`src/inc/rmsel_regs.svh`:
```
// Register offsets, field positions, codes and reset values of the pin selectors
`ifndef RMSEL_REGS_SVH
`define RMSEL_REGS_SVH

// ****************************************************************
// Register map (word index on the plain register port)
// ****************************************************************
`define RMSEL_ADDR_W       4
`define RMSEL_DATA_W       16
`define RMSEL_ADDR_SYNC    4'h0
`define RMSEL_ADDR_FAULT   4'h1

// ****************************************************************
// Field positions
// ****************************************************************
`define RMSEL_SYNC2_MSB    7
`define RMSEL_SYNC2_LSB    0
`define RMSEL_UPPER_MSB    15
`define RMSEL_UPPER_LSB    8
`define RMSEL_FAULT6_MSB   15
`define RMSEL_FAULT6_LSB   8
`define RMSEL_FAULT5_MSB   7
`define RMSEL_FAULT5_LSB   0

// ****************************************************************
// Selector codes and reset values
// ****************************************************************
`define RMSEL_SEL_W        8
`define RMSEL_SEL_GROUND   8'h00
`define RMSEL_SEL_PIN1     8'h01
`define RMSEL_SEL_PIN180   8'hB4
`define RMSEL_SEL_MAX      8'hB5
`define RMSEL_SEL_RESET    8'h00
`define RMSEL_UPPER_ZERO   8'h00
`define RMSEL_DATA_ZERO    16'h0000
`define RMSEL_PIN_COUNT    182

`endif

```
`src/inc/rmsel_pkg.sv`:
```
// Types shared by the remappable input selector block
`default_nettype none

package rmsel_pkg;
   `include "rmsel_regs.svh"

   // One selector code
   typedef logic [`RMSEL_SEL_W-1:0] rmsel_sel_t;

   // Remappable pin bus; bit 0 has no pin behind it
   typedef logic [`RMSEL_PIN_COUNT-1:0] rmsel_pins_t;

   // Request on the register port
   typedef struct packed {
      logic                     wrEn;
      logic                     rdEn;
      logic [`RMSEL_ADDR_W-1:0] addr;
      logic [`RMSEL_DATA_W-1:0] wrData;
   } rmsel_bus_s;

   // Routed peripheral inputs
   typedef struct packed {
      logic syncIn2;
      logic faultIn6;
      logic faultIn5;
   } rmsel_route_s;
endpackage

`default_nettype wire

```
`src/core/rmsel_mux.sv`:
```
// One selector-driven pin multiplexer with ground tie for code zero
`timescale 1ns/1ps
`default_nettype none
`include "rmsel_regs.svh"

module rmsel_mux
   import rmsel_pkg::*;
(
   input  wire rmsel_sel_t  sel,      // Selector code
   input  wire rmsel_pins_t pins,     // Remappable pins
   output logic             pinOut    // Selected level
);

   // ****************************************************************
   // Selection
   // ****************************************************************

   // Code zero ties to ground; codes past the last pin also read low
   // so an unsupported code can never pick up a floating bit
   always_comb begin
      if (sel == `RMSEL_SEL_GROUND || sel > `RMSEL_SEL_MAX) begin
         pinOut = 1'b0;
      end else begin
         pinOut = pins[sel];
      end
   end

endmodule
`default_nettype wire

```
`src/core/rmsel_top.sv`:
```
// Remappable pin selectors for PWM sync input 2 and fault inputs 5 and 6
`timescale 1ns/1ps
`default_nettype none
`include "rmsel_regs.svh"

module rmsel_top
   import rmsel_pkg::*;
(
   input  wire logic        clk,            // 25 MHz system clock
   input  wire logic        arst_n,         // Asynchronous reset, active low
   input  wire rmsel_bus_s  busReq,         // Register port request
   output logic [`RMSEL_DATA_W-1:0] rdData, // Read data, cycle after strobe
   input  wire rmsel_pins_t remappablePinN, // Remappable pin levels
   output var rmsel_route_s routed          // Routed PWM inputs
);

   // ****************************************************************
   // Helpers
   // ****************************************************************

   // Address match; used by both the write and the read path
   function automatic logic isAddr(input logic [`RMSEL_ADDR_W-1:0] a,
                                   input logic [`RMSEL_ADDR_W-1:0] target);
      isAddr = (a == target);
   endfunction

   // ****************************************************************
   // Selector registers
   // ****************************************************************

   rmsel_sel_t syncInPinSel;       // sync_in2_pin_sel
   rmsel_sel_t faultIn6PinSel;     // fault_in6_pin_sel
   rmsel_sel_t faultIn5PinSel;     // fault_in5_pin_sel
   rmsel_sel_t next_syncInPinSel;
   rmsel_sel_t next_faultIn6PinSel;
   rmsel_sel_t next_faultIn5PinSel;

   // Next selector values from a write strobe
   always_comb begin
      next_syncInPinSel   = syncInPinSel;
      next_faultIn6PinSel = faultIn6PinSel;
      next_faultIn5PinSel = faultIn5PinSel;
      if (busReq.wrEn) begin
         if (isAddr(busReq.addr, `RMSEL_ADDR_SYNC)) begin
            // Upper byte is not stored, so writes to it vanish
            next_syncInPinSel =
               busReq.wrData[`RMSEL_SYNC2_MSB:`RMSEL_SYNC2_LSB];
         end else if (isAddr(busReq.addr, `RMSEL_ADDR_FAULT)) begin
            next_faultIn6PinSel =
               busReq.wrData[`RMSEL_FAULT6_MSB:`RMSEL_FAULT6_LSB];
            next_faultIn5PinSel =
               busReq.wrData[`RMSEL_FAULT5_MSB:`RMSEL_FAULT5_LSB];
         end
      end
   end

   // Register the selectors; reset leaves every input grounded
   always_ff @(posedge clk or negedge arst_n) begin
      if (!arst_n) begin
         syncInPinSel   <= `RMSEL_SEL_RESET;
         faultIn6PinSel <= `RMSEL_SEL_RESET;
         faultIn5PinSel <= `RMSEL_SEL_RESET;
      end else begin
         syncInPinSel   <= next_syncInPinSel;
         faultIn6PinSel <= next_faultIn6PinSel;
         faultIn5PinSel <= next_faultIn5PinSel;
      end
   end

   // ****************************************************************
   // Read path
   // ****************************************************************

   logic [`RMSEL_DATA_W-1:0] next_rdData;

   // Read data stands only in the cycle after the strobe; unmapped
   // addresses and idle cycles read zero
   always_comb begin
      next_rdData = `RMSEL_DATA_ZERO;
      if (busReq.rdEn) begin
         if (isAddr(busReq.addr, `RMSEL_ADDR_SYNC)) begin
            next_rdData = {`RMSEL_UPPER_ZERO, syncInPinSel};
         end else if (isAddr(busReq.addr, `RMSEL_ADDR_FAULT)) begin
            next_rdData = {faultIn6PinSel, faultIn5PinSel};
         end
      end
   end

   // Read data register
   always_ff @(posedge clk or negedge arst_n) begin
      if (!arst_n) begin
         rdData <= `RMSEL_DATA_ZERO;
      end else begin
         rdData <= next_rdData;
      end
   end

   // ****************************************************************
   // Pin routing
   // ****************************************************************

   rmsel_route_s muxed;          // Combinational mux results
   rmsel_route_s next_routed;

   // Sync input 2 multiplexer
   rmsel_mux u_syncMux (
      .sel    (syncInPinSel),
      .pins   (remappablePinN),
      .pinOut (muxed.syncIn2)
   );

   // Fault input 6 multiplexer
   rmsel_mux u_fault6Mux (
      .sel    (faultIn6PinSel),
      .pins   (remappablePinN),
      .pinOut (muxed.faultIn6)
   );

   // Fault input 5 multiplexer
   rmsel_mux u_fault5Mux (
      .sel    (faultIn5PinSel),
      .pins   (remappablePinN),
      .pinOut (muxed.faultIn5)
   );

   // Next routed levels; a flop stage costs one cycle of latency but
   // keeps the wide mux off the PWM side timing path
   always_comb begin
      next_routed = muxed;
   end

   // Routed outputs register; ground level during reset
   always_ff @(posedge clk or negedge arst_n) begin
      if (!arst_n) begin
         routed <= '0;
      end else begin
         routed <= next_routed;
      end
   end

   // ****************************************************************
   // Assertions
   // ****************************************************************

   a_fault6_write:
   assert property (@(posedge clk) disable iff (!arst_n)
      busReq.wrEn && busReq.addr == `RMSEL_ADDR_FAULT |=>
      faultIn6PinSel == $past(busReq.wrData[`RMSEL_FAULT6_MSB:`RMSEL_FAULT6_LSB]))
      else $error("fault 6 selector not written");

   a_fault5_write:
   assert property (@(posedge clk) disable iff (!arst_n)
      busReq.wrEn && busReq.addr == `RMSEL_ADDR_FAULT |=>
      faultIn5PinSel == $past(busReq.wrData[`RMSEL_FAULT5_MSB:`RMSEL_FAULT5_LSB]))
      else $error("fault 5 selector not written");

   a_sync_write:
   assert property (@(posedge clk) disable iff (!arst_n)
      busReq.wrEn && busReq.addr == `RMSEL_ADDR_SYNC |=>
      syncInPinSel == $past(busReq.wrData[`RMSEL_SYNC2_MSB:`RMSEL_SYNC2_LSB]))
      else $error("sync selector not written");

   a_pin_route:
   assert property (@(posedge clk) disable iff (!arst_n)
      faultIn5PinSel != `RMSEL_SEL_GROUND && faultIn5PinSel <= `RMSEL_SEL_MAX |=>
      routed.faultIn5 == $past(remappablePinN[faultIn5PinSel]))
      else $error("fault 5 not routed from selected pin");

   a_pin_last:
   assert property (@(posedge clk) disable iff (!arst_n)
      faultIn6PinSel == `RMSEL_SEL_MAX |=>
      routed.faultIn6 == $past(remappablePinN[`RMSEL_PIN_COUNT-1]))
      else $error("last code not routed to last pin");

   a_pin_one:
   assert property (@(posedge clk) disable iff (!arst_n)
      syncInPinSel == `RMSEL_SEL_PIN1 |=> routed.syncIn2 == $past(remappablePinN[1]))
      else $error("code one not routed to pin one");

   a_ground_tie:
   assert property (@(posedge clk) disable iff (!arst_n)
      faultIn6PinSel == `RMSEL_SEL_GROUND |=> !routed.faultIn6)
      else $error("grounded fault 6 input not low");

   a_sync_ground:
   assert property (@(posedge clk) disable iff (!arst_n)
      syncInPinSel == `RMSEL_SEL_GROUND |=> !routed.syncIn2)
      else $error("grounded sync input not low");

   a_fault5_ground:
   assert property (@(posedge clk) disable iff (!arst_n)
      faultIn5PinSel == `RMSEL_SEL_GROUND |=> !routed.faultIn5)
      else $error("grounded fault 5 input not low");

   a_upper_zero:
   assert property (@(posedge clk) disable iff (!arst_n)
      busReq.rdEn && busReq.addr == `RMSEL_ADDR_SYNC |=>
      rdData[`RMSEL_UPPER_MSB:`RMSEL_UPPER_LSB] == `RMSEL_UPPER_ZERO
      && rdData[`RMSEL_SYNC2_MSB:`RMSEL_SYNC2_LSB] == $past(syncInPinSel))
      else $error("sync read back wrong");

   a_fault_read:
   assert property (@(posedge clk) disable iff (!arst_n)
      busReq.rdEn && busReq.addr == `RMSEL_ADDR_FAULT |=>
      rdData == $past({faultIn6PinSel, faultIn5PinSel}))
      else $error("fault select read back wrong");

   c_sync_pin180: cover property (@(posedge clk) disable iff (!arst_n)
      syncInPinSel == `RMSEL_SEL_PIN180 ##1 routed.syncIn2);
   c_fault6_route: cover property (@(posedge clk) disable iff (!arst_n)
      faultIn6PinSel != `RMSEL_SEL_GROUND ##1 routed.faultIn6);
   c_write_read: cover property (@(posedge clk) disable iff (!arst_n)
      busReq.wrEn ##1 busReq.rdEn);
   c_fault5_ground: cover property (@(posedge clk) disable iff (!arst_n)
      faultIn5PinSel == `RMSEL_SEL_GROUND && remappablePinN[1] ##1 !routed.faultIn5);

endmodule
`default_nettype wire

```
`config.mk`:
```
export PLATFORM = sky130hd
export DESIGN_NAME = rmsel_top
export DESIGN_NICKNAME = d
export VERILOG_FILES = /design/src/inc/rmsel_pkg.sv /design/src/core/rmsel_mux.sv /design/src/core/rmsel_top.sv
export VERILOG_INCLUDE_DIRS = /design/src /design/src/inc
export SDC_FILE = /design/constraint.sdc
export NUM_CORES = 1
export LEC_CHECK = 0
export BUFFER_PORTS_ARGS = -buffer_cell sky130_fd_sc_hd__buf_2
export CORE_MARGIN = 2
export CORE_UTILIZATION = 34
export CTS_CLUSTER_DIAMETER = 100
export DETAILED_ROUTE_END_ITERATION = 7
export PLACE_DENSITY = 0.65
export SLEW_MARGIN = 20
export SYNTH_ARGS = -nofsm -noshare
export SYNTH_HDL_FRONTEND = slang
export SYNTH_SLANG_ARGS = --single-unit
export TNS_END_PERCENT = 50
```
`constraint.sdc`:
```
create_clock -name clk -period 2.9 [get_ports clk]
set_input_delay 0.435 -clock clk [delete_from_list [all_inputs] [get_ports clk]]
set_output_delay 0.435 -clock clk [all_outputs]
set_load 0.01 [all_outputs]
```
==> reports/qor.csv, run 1 <==
stage,metric,value,unit
worst_setup_path,r2r_setup_slack,0.35,ns
sta,tightest_slew,1.00,ns
clock_tree,cts-root-buf,clkbuf_16,
clock_tree,numCtsBuffers,5,
yosys,synth_ff_type,dfrtp_1,
finish,area_growth,24.5,%
die,io_pins,225,
sta,finalSetupTns,0,ns
routing,routed_wl,23.2,mm
yosys,yosysSeqAreaShare,0.172,
sta,period_share,0.879,
routing,m1WireLength,9.19,mm
sta,slew_headroom,0.334,
die,die_h,140,um
worst_setup_path,crit_top_cell,mux4_2,
clock_tree,htreeDepth,2,
clock_tree,clk_pin_slew,0.07,ns
global_route,grt.total_usage,0.236,
sta,slew_viol_final,0,
global_route,grt_max_degree,44,
place,place.gp.congestion,0.958,
routing,vias,5894,
worst_hold_path,hp-class,in2async,
sta,rsz0062_at_grt,false,
sta,finalHoldViolations,0,
global_route,grt_pass1_wl,35.8,mm
worst_setup_path,cp_cell_sequence,mux4_2 > mux4_2 > o2111ai_1 > a21boi_0 > o211ai_1,
yosys,netlist_instances,501,
die,num_rows,49,
routing,vias_per_cell,6.29,
clock_tree,cts_setup_buffers,0,
power_and_ir_drop,peakVddDrop,0.336,mV
yosys,synth-edff-count,0,
clock_tree,worstSkewPairLatency,0.29,ns
routing,drc_errors,0,
sta,min_period,2.55,ns
worst_setup_path,worst_setup_path_end_kind,flip-flop,
worst_setup_path,critical_path.top_delay_family,multiplexers,
routing,wl_met3,1.97,mm
worst_setup_path,crit_required,3.06,ns
power_and_ir_drop,total_leakage_power,3.24,nW
yosys,ys_warn_count,0,
routing,wl_met2,11.2,mm
sta,fmax,392,MHz
worst_setup_path,r2r_end,routed[2],
routing,dr.pass1.iters,5,
finish,layout.nets,912,
place,place_ws,0.349,ns
worst_setup_path,slowest_delay,0.73,ns
yosys,synth_top_area_share,0.482,
worst_setup_path,path_buf_inv,0,
finish,mostFrequentLayoutCells,"buf_2 (224), mux4_2 (134), mux2i_1 (39)",
routing,drtIter0Drc,477,
worst_setup_path,start_kind,flip-flop,
yosys,synth_seq_cells,43,
yosys,syn_nets,707,
clock_tree,cts.path.max_buffers,2,
die,die_w,140,um
global_route,antenna_found_initial,4,
global_route,grt_overflow_total,0,
worst_setup_path,crit_arrival,2.71,ns
clock_tree,clock-sinks,43,
sta,worst_slack,0.349,ns
flow_run,max_cap_viol_count,0,
sta,setup_violations,0,
yosys,syn_area_per_cell,12.5,um2
worst_setup_path,path_class,reg2reg,
routing,top_layer_used,met5,
clock_tree,cts_hold_buf,0,
clock_tree,cts_tree,yes,
routing,avgRoutedWirePerCell,24.7,um
die,start_util,0.347,
global_route,grt_pass1_vias,6423,
worst_setup_path,crit_fanout,25,
place,io_buffers,224,
clock_tree,ctsResizeCount,0,
sta,skew,0.00564,ns
yosys,syn_area,0.00625,mm2
worst_setup_path,r2r_cells,5,
yosys,synth.distinct_cells,48,
die,core,0.0180,mm2
worst_setup_path,timing.rr.start,syncInPinSel[0],
die,dieArea,0.0195,mm2
power_and_ir_drop,p_per_area,580,mW/mm2
yosys,synth.area.top_cells,"mux4_2 (48%), dfrtp_1 (17%), mux2i_1 (6.2%), mux2_2 (5.6%), nand2_1 (2.0%)",
place,dpl.hpwl,18.5,mm
routing,drtAntennaViolNets,0,
worst_setup_path,slowest_stage,dfrtp_4,
yosys,synthArstFlopShare,1.00,
yosys,synth_area_leader_cell,mux4_2,
finish,layout-drive-gt1-share,0.610,
status,status,finished clean,
finish,final_common_cell,buf_2,
worst reg2reg max path, stage by stage, from the launching register on:
cell and delay (ns):
dfrtp_4 0.73, mux4_2 0.60, mux4_2 0.46, o2111ai_1 0.21
a21boi_0 0.30, o211ai_1 0.13
state kept, by name, indices dropped and copies added (netlist names):
signal	flops
routed	3
faultIn5PinSel	8
faultIn6PinSel	8
rdData	16
syncInPinSel	8
through the flow:
| step | cells | util | power (mW) | area (um2) | hold WS, ns |
|---|---|---|---|---|---|
| after floorplan | 501 | - | 2.97 | 6250 | 0.139 |
| after global placement | 928 | 0.423 | 3.81 | 7620 | 0.536 |
| after detailed placement | 928 | 0.423 | 3.85 | 7620 | 0.533 |
| after CTS | 936 | 0.432 | 4.50 | 7780 | 0.353 |
| after global routing | 937 | 0.432 | 4.76 | 7790 | 0.391 |
| final | 937 | 0.432 | 4.52 | 7790 | 0.319 |
synthesized netlist by cell type (9+ instances only):
library cell and instances:
buf_2 14, mux2i_1 39, mux4_2 134, a21oi_1 14
buf_4 11, a221oi_1 9, o21ai_0 11, clkbuf_1 21
dfrtp_1 43, nor2_1 29, mux2_2 31, nand2_1 33
and3_1 12
power breakdown:
group | switching (mW) | total, mW | internal (mW)
logic | 1.20 | 2.73 | 1.53
clock network | 0.245 | 0.651 | 0.406
registers | 0.437 | 1.14 | 0.705
cells by family (layout without fill, tap and decap cells):
group	count (synthesis)	in the layout	share of synthesized area
AO/OA/AOI/OAI	76	76	0.0862
buffers and inverters	64	270	0.0526
flip-flops	43	43	0.172
multiplexers	204	204	0.601
other	0	1	0
AND/OR/NAND/NOR	114	114	0.0884
cell type report:
cell class	count	area [um2]
Antenna cell	1	2.50
Clock buffer	5	125
Clock inverter	3	43.8
Fill cell	1777	10200
Inverter	11	41.3
Multi-Input combinational cell	394	4850
Sequential cell	43	1090
Tap cell	229	287
Timing Repair Buffer	251	1350
worst max-delay path by stage:
stage | from | end | slack [ns] | depth (start not counted)
6_report | syncInPinSel[0] | routed[2] | 0.35 | 5
5_1_grt | syncInPinSel[0] | routed[2] | 0.17 | 6
4_1_cts | syncInPinSel[0] | routed[2] | 0.34 | 6
3_5_place_dp | syncInPinSel[0] | routed[2] | 0.35 | 6
3_3_place_gp | syncInPinSel[0] | routed[2] | 0.35 | 5
2_1_floorplan | faultIn5PinSel[0] | routed[0] | 0.71 | 8
routing by layer:
| layer | vias to the layer above | global-route usage |
|---|---|---|
| met2 | 368 | 0.389 |
| met4 | 4 | 0.0784 |
| met3 | 54 | 0.0475 |
| met1 | 2938 | 0.316 |
| li1 | 2530 | - |
| met5 | - | 0 |
(Power assumes the default switching activity.)
==> run 2, diff against run 1 <==
- CORE_ASPECT_RATIO: default -> 1.75
==> run 2 against run 1 <==
Effect of this change: combinational power up 6%; sequential power is 7% lower; global-route usage rose by 2.2 points; via count up 1.5%; sequential cell count unchanged; fmax is 1.2% higher; worst hold slack worse by 0.011 ns; sequential share of layout area decreased by 0.15 points.
==> reports/qor.csv, run 2 (synthesized netlist as in run 1, its figures left out) <==
stage,metric,value,unit,change
worst_setup_path,crit_arrival,2.69,ns,-0.02 ns
clock_tree,worstSkewPairLatency,0.29,ns,about the same
clock_tree,htreeDepth,2,,unchanged
sta,slew_headroom,0.330,,-0.00319
finish,regMostFlops,rdData,,
die,num_rows,65,,+33%
flow_run,max_cap_viol_count,0,,unchanged
clock_tree,clk_pin_slew,0.06,ns,about the same
power_and_ir_drop,peakVddDrop,0.260,mV,-23%
place,io_buffers,224,,unchanged
die,dieArea,0.0195,mm2,+0.22%
global_route,grt_overflow_total,0,,unchanged
routing,drtIter0Drc,616,,+29%
sta,rsz0062_at_grt,false,,
sta,tightest_slew,1.00,ns,+0.00479 ns
worst_setup_path,r2r_setup_slack,0.38,ns,+0.03 ns
worst_setup_path,r2r_cells,7,,+2
global_route,grt_max_degree,44,,unchanged
routing,avgRoutedWirePerCell,26.4,um,+6.9%
die,die_w,107,um,-24%
global_route,grt_pass1_wl,37.9,mm,+5.7%
place,dpl.hpwl,20.6,mm,+11%
worst_setup_path,crit_start,faultIn5PinSel[1],,
clock_tree,numCtsBuffers,5,,unchanged
global_route,antenna_found_initial,3,,-1
power_and_ir_drop,p_per_area,588,mW/mm2,+1.4%
global_route,grt.total_usage,0.259,,+0.0223
sta,min_period,2.52,ns,-0.0294 ns
worst_setup_path,path_class,reg2reg,,
sta,period_share,0.869,,-0.0101
sta,finalHoldViolations,0,,unchanged
sta,slew_viol_final,0,,unchanged
finish,mostFrequentLayoutCells,"buf_2 (224), mux4_2 (134), mux2i_1 (39)",,
finish,final_common_cell,buf_2,,
power_and_ir_drop,total_leakage_power,3.27,nW,+0.82%
die,core,0.0181,mm2,+0.17%
die,io_pins,225,,unchanged
clock_tree,cts_setup_buffers,0,,unchanged
sta,setup_violations,0,,unchanged
clock_tree,cts_tree,yes,,
die,start_util,0.346,,-0.000577
worst_setup_path,worst_setup_path_end_kind,flip-flop,,
power_and_ir_drop,power,4.62,mW,+2.2%
clock_tree,ctsResizeCount,0,,unchanged
sta,fmax,397,MHz,+1.2%
routing,drtAntennaViolNets,0,,unchanged
routing,vias,5983,,+1.5%
routing,routed_wl,25.1,mm,+8.2%
clock_tree,clock-sinks,43,,unchanged
worst_setup_path,timing.rr.start,faultIn5PinSel[1],,
sta,skew,0.00697,ns,+0.00133 ns
worst_setup_path,start_kind,flip-flop,,
clock_tree,cts-root-buf,clkbuf_16,,
routing,dr.pass1.iters,5,,unchanged
worst_setup_path,r2r_end,routed[0],,
routing,vias_per_cell,6.31,,+0.33%
sta,finalSetupTns,0,ns,unchanged
worst_setup_path,endpoint,routed[0],,
die,die_h,183,um,+31%
global_route,grt_pass1_vias,6360,,-0.98%
finish,largest_reg_flops,16,,unchanged
worst_setup_path,crit_required,3.07,ns,about the same
routing,drc_errors,0,,unchanged
finish,layout.nets,915,,+0.33%
finish,layout-drive-gt1-share,0.611,,+0.00165
worst_setup_path,crit_fanout,25,,unchanged
status,status,finished clean,,
place,place.gp.congestion,0.963,,+0.57%
clock_tree,cts.path.max_buffers,2,,unchanged
finish,area_growth,25.5,%,
worst_hold_path,hp-class,in2async,,
clock_tree,cts_hold_buf,0,,unchanged
run 2: per-stage QoR:
step | util | instances | setup slack [ns] | instance area (um2) | hold slack (ns)
floorplan | - | 501 | 0.715 | 6250 | 0.139
global route | 0.435 | 947 | 0.271 | 7850 | 0.386
finish | 0.435 | 948 | 0.379 | 7850 | 0.308
CTS | 0.434 | 944 | 0.421 | 7840 | 0.353
global placement | 0.425 | 936 | 0.448 | 7670 | 0.620
detailed placement | 0.425 | 936 | 0.434 | 7670 | 0.628
run 2: report_power, final:
part | total (mW) | internal, mW | switching [mW] | leakage [nW]
Sequential | 1.06 | 0.706 | 0.353 | 0.546
Combinational | 2.89 | 1.56 | 1.33 | 2.63
Clock | 0.668 | 0.428 | 0.240 | 0.0869
Total | 4.62 | 2.69 | 1.93 | 3.27
run 2: worst min path at each step:
| stage | startpoint | to | slack, ns |
|---|---|---|---|
| after floorplan | arst_n | faultIn5PinSel[0] | 0.14 |
| after global placement | faultIn6PinSel[7] | faultIn6PinSel[7] | 0.62 |
| after detailed placement | faultIn5PinSel[6] | faultIn5PinSel[6] | 0.63 |
| after CTS | arst_n | faultIn6PinSel[6] | 0.35 |
| after global routing | arst_n | faultIn6PinSel[6] | 0.39 |
| final | arst_n | faultIn6PinSel[6] | 0.31 |
run 2: layout make-up:
type	instances	area, um2
antenna	4	10.0
clock buffer	6	139
clock inverter	2	35.0
fill	1787	10200
inverter	11	41.3
multi-input combinational	394	4850
sequential	43	1090
tap	234	293
timing repair buffer	254	1400
run 2: layer usage:
layer	vias to the layer above	routed length (um)	GRT usage	part of all wire
met5	-	0	0	0
met4	0	1950	0.172	0.078
met3	94	1640	0.0245	0.065
met2	359	13400	0.464	0.53
met1	2987	8130	0.287	0.32
li1	2543	-	-	-
run 2: worst max-delay path, cell delays in order (launching register included):
cell       delay [ns]
dfrtp_1          0.51
buf_4            0.40
inv_1            0.23
and2_0           0.18
a2111oi_0        0.68
nor4_1           0.14
o21ai_0          0.13
o211ai_1         0.12
==> run 3, diff against run 2 <==
- CORE_ASPECT_RATIO: 1.75 -> 0.7
==> run 3 against run 2 <==
Effect of this change: cell area is 1.3% lower; first-iteration DRC count is 15% higher; wire length is 5.1% lower; sequential share of layout area is 0.22 points higher; highest routed layer is now met5; critical path type unchanged; worst setup slack worse by 0.12 ns.
==> reports/qor.csv, run 3 (synthesized netlist as in run 1, its figures left out) <==
stage,metric,value,unit,change
sta,skew,0.00615,ns,-0.000815 ns
power_and_ir_drop,p_int,2.54,mW,-5.7%
place,place.gp.congestion,0.941,,-2.4%
sta,slew_viol_final,0,,unchanged
clock_tree,ctsResizeCount,0,,unchanged
sta,hold_slack,0.306,ns,-0.00159 ns
clock_tree,clock-sinks,43,,unchanged
clock_tree,htreeDepth,2,,unchanged
finish,fillers,1737,,-2.8%
finish,mostFrequentLayoutCells,"buf_2 (224), mux4_2 (134), mux2i_1 (39)",,
routing,avgRoutedWirePerCell,25.2,um,-4.5%
finish,regMostFlops,rdData,,
power_and_ir_drop,p_clk_frac,0.127,,-0.018
power_and_ir_drop,comb_power_share,0.621,,-0.005
routing,drtAntennaViolNets,0,,unchanged
finish,layout.nets,909,,-0.66%
routing,routed_wl,23.8,mm,-5.1%
power_and_ir_drop,p_per_area,570,mW/mm2,-3.2%
sta,finalHoldViolations,0,,unchanged
routing,vias,5864,,-2.0%
global_route,grt.total_usage,0.241,,-0.0175
place,dpl.hpwl,18.9,mm,-8.1%
worst_hold_path,hp-class,in2async,,
finish,final_cells,942,,-0.63%
clock_tree,cts_tree,yes,,
worst_setup_path,crit_fanout,31,,+24%
worst_setup_path,r2r_cells,5,,-2
sta,rsz0062_at_grt,false,,
place,io_buffers,224,,unchanged
global_route,grt_pass1_vias,6040,,-5.0%
worst_setup_path,crit_arrival,2.79,ns,+0.10 ns
sta,setup_violations,0,,unchanged
sta,period_share,0.910,,+0.0407
sta,min_period,2.64,ns,+0.118 ns
routing,dr.pass1.iters,7,,+2
clock_tree,cts.path.max_buffers,2,,unchanged
die,dieArea,0.0195,mm2,-0.13%
clock_tree,cts-root-buf,clkbuf_16,,
power_and_ir_drop,peakVddDrop,0.269,mV,+3.4%
worst_setup_path,start_kind,flip-flop,,
power_and_ir_drop,pwr-share-seq,0.252,,+0.023
clock_tree,cts_setup_buffers,0,,unchanged
flow_run,max_cap_viol_count,0,,unchanged
finish,area_growth,23.9,%,
die,io_pins,225,,unchanged
worst_setup_path,r2r_end,routed[2],,
global_route,grt_overflow_total,0,,unchanged
worst_setup_path,path_class,reg2reg,,
die,num_rows,41,,-37%
worst_setup_path,timing.rr.start,syncInPinSel[0],,
sta,slew_headroom,0.342,,+0.0116
clock_tree,cts_hold_buf,0,,unchanged
clock_tree,clk_pin_slew,0.06,ns,about the same
global_route,grt_pass1_wl,36.4,mm,-3.9%
routing,drtIter0Drc,711,,+15%
worst_setup_path,crit_required,3.05,ns,-0.02 ns
power_and_ir_drop,total_leakage_power,3.21,nW,-1.8%
die,start_util,0.347,,+0.000939
global_route,antenna_found_initial,3,,unchanged
die,core,0.0180,mm2,-0.27%
clock_tree,numCtsBuffers,5,,unchanged
sta,fmax,379,MHz,-4.5%
power_and_ir_drop,switching_share,0.425,,+0.00739
power_and_ir_drop,power_switching,1.87,mW,-2.8%
worst_setup_path,r2r_setup_slack,0.26,ns,-0.12 ns
finish,final_common_cell,buf_2,,
status,status,finished clean,,
die,die_w,166,um,+56%
routing,drc_errors,0,,unchanged
sta,finalSetupTns,0,ns,unchanged
die,die_h,117,um,-36%
finish,final_core_util,0.430,,-0.00452
worst_setup_path,worst_setup_path_end_kind,flip-flop,,
global_route,grt_max_degree,44,,unchanged
routing,vias_per_cell,6.23,,-1.4%
finish,largest_reg_flops,16,,unchanged
place,dpl.cell_count,932,,-0.43%
finish,layout-drive-gt1-share,0.607,,-0.00473
clock_tree,worstSkewPairLatency,0.29,ns,about the same
sta,tightest_slew,0.987,ns,-0.0174 ns
run 3: worst max path at each step:
stage	start	endpoint	slack (ns)	depth (start not counted)
2_1_floorplan	faultIn5PinSel[0]	routed[0]	0.71	8
6_report	syncInPinSel[0]	routed[2]	0.26	5
5_1_grt	syncInPinSel[0]	routed[2]	0.05	5
3_3_place_gp	syncInPinSel[0]	routed[2]	0.28	5
4_1_cts	syncInPinSel[0]	routed[2]	0.23	5
3_5_place_dp	syncInPinSel[0]	routed[2]	0.25	5
run 3: metrics by stage:
stage               power, mW  instance area (um2)  setup slack (ns)
floorplan                2.97                 6250             0.715
global placement         3.80                 7600             0.278
detailed placement       3.83                 7600             0.250
CTS                      4.39                 7740             0.233
global route             4.65                 7750            0.0463
finish                   4.41                 7750             0.261
run 3: power by group through the flow:
| stage | logic [mW] | registers, mW | clock network (mW) |
|---|---|---|---|
| 6_report | 2.74 | 1.11 | 0.559 |
| 5_1_grt | 2.91 | 1.15 | 0.590 |
| 4_1_cts | 2.72 | 1.11 | 0.560 |
| 3_5_place_dp | 2.71 | 1.12 | 0 |
| 3_3_place_gp | 2.69 | 1.11 | 0 |
| 2_1_floorplan | 2.18 | 0.784 | 0 |
run 3: cell type report:
class | instances | area, um2 | area share
flip-flops and latches | 43 | 1090 | 0.141
inverters | 11 | 41.3 | 0.00533
repair buffers | 248 | 1330 | 0.171
clock inverters | 2 | 12.5 | 0.00161
clock buffers | 6 | 129 | 0.0166
well taps | 236 | 295 | 0.0381
diodes | 2 | 5.00 | 0.000646
multi-input cells | 394 | 4850 | 0.626
run 3: layer usage:
metal	vias up	track usage	routed length (um)	part of all wire
met3	25	0.0703	2620	0.11
li1	2525	-	-	-
met4	2	0.0418	309	0.013
met2	336	0.359	10600	0.45
met5	-	0	13	0.00055
met1	2976	0.354	10200	0.43
run 3: worst max-delay path, stage by stage, from the launching register on:
cell and delay, ns:
dfrtp_4 0.81, mux4_2 0.58, mux4_2 0.48, o2111ai_1 0.24
a21boi_0 0.27, o211ai_1 0.12
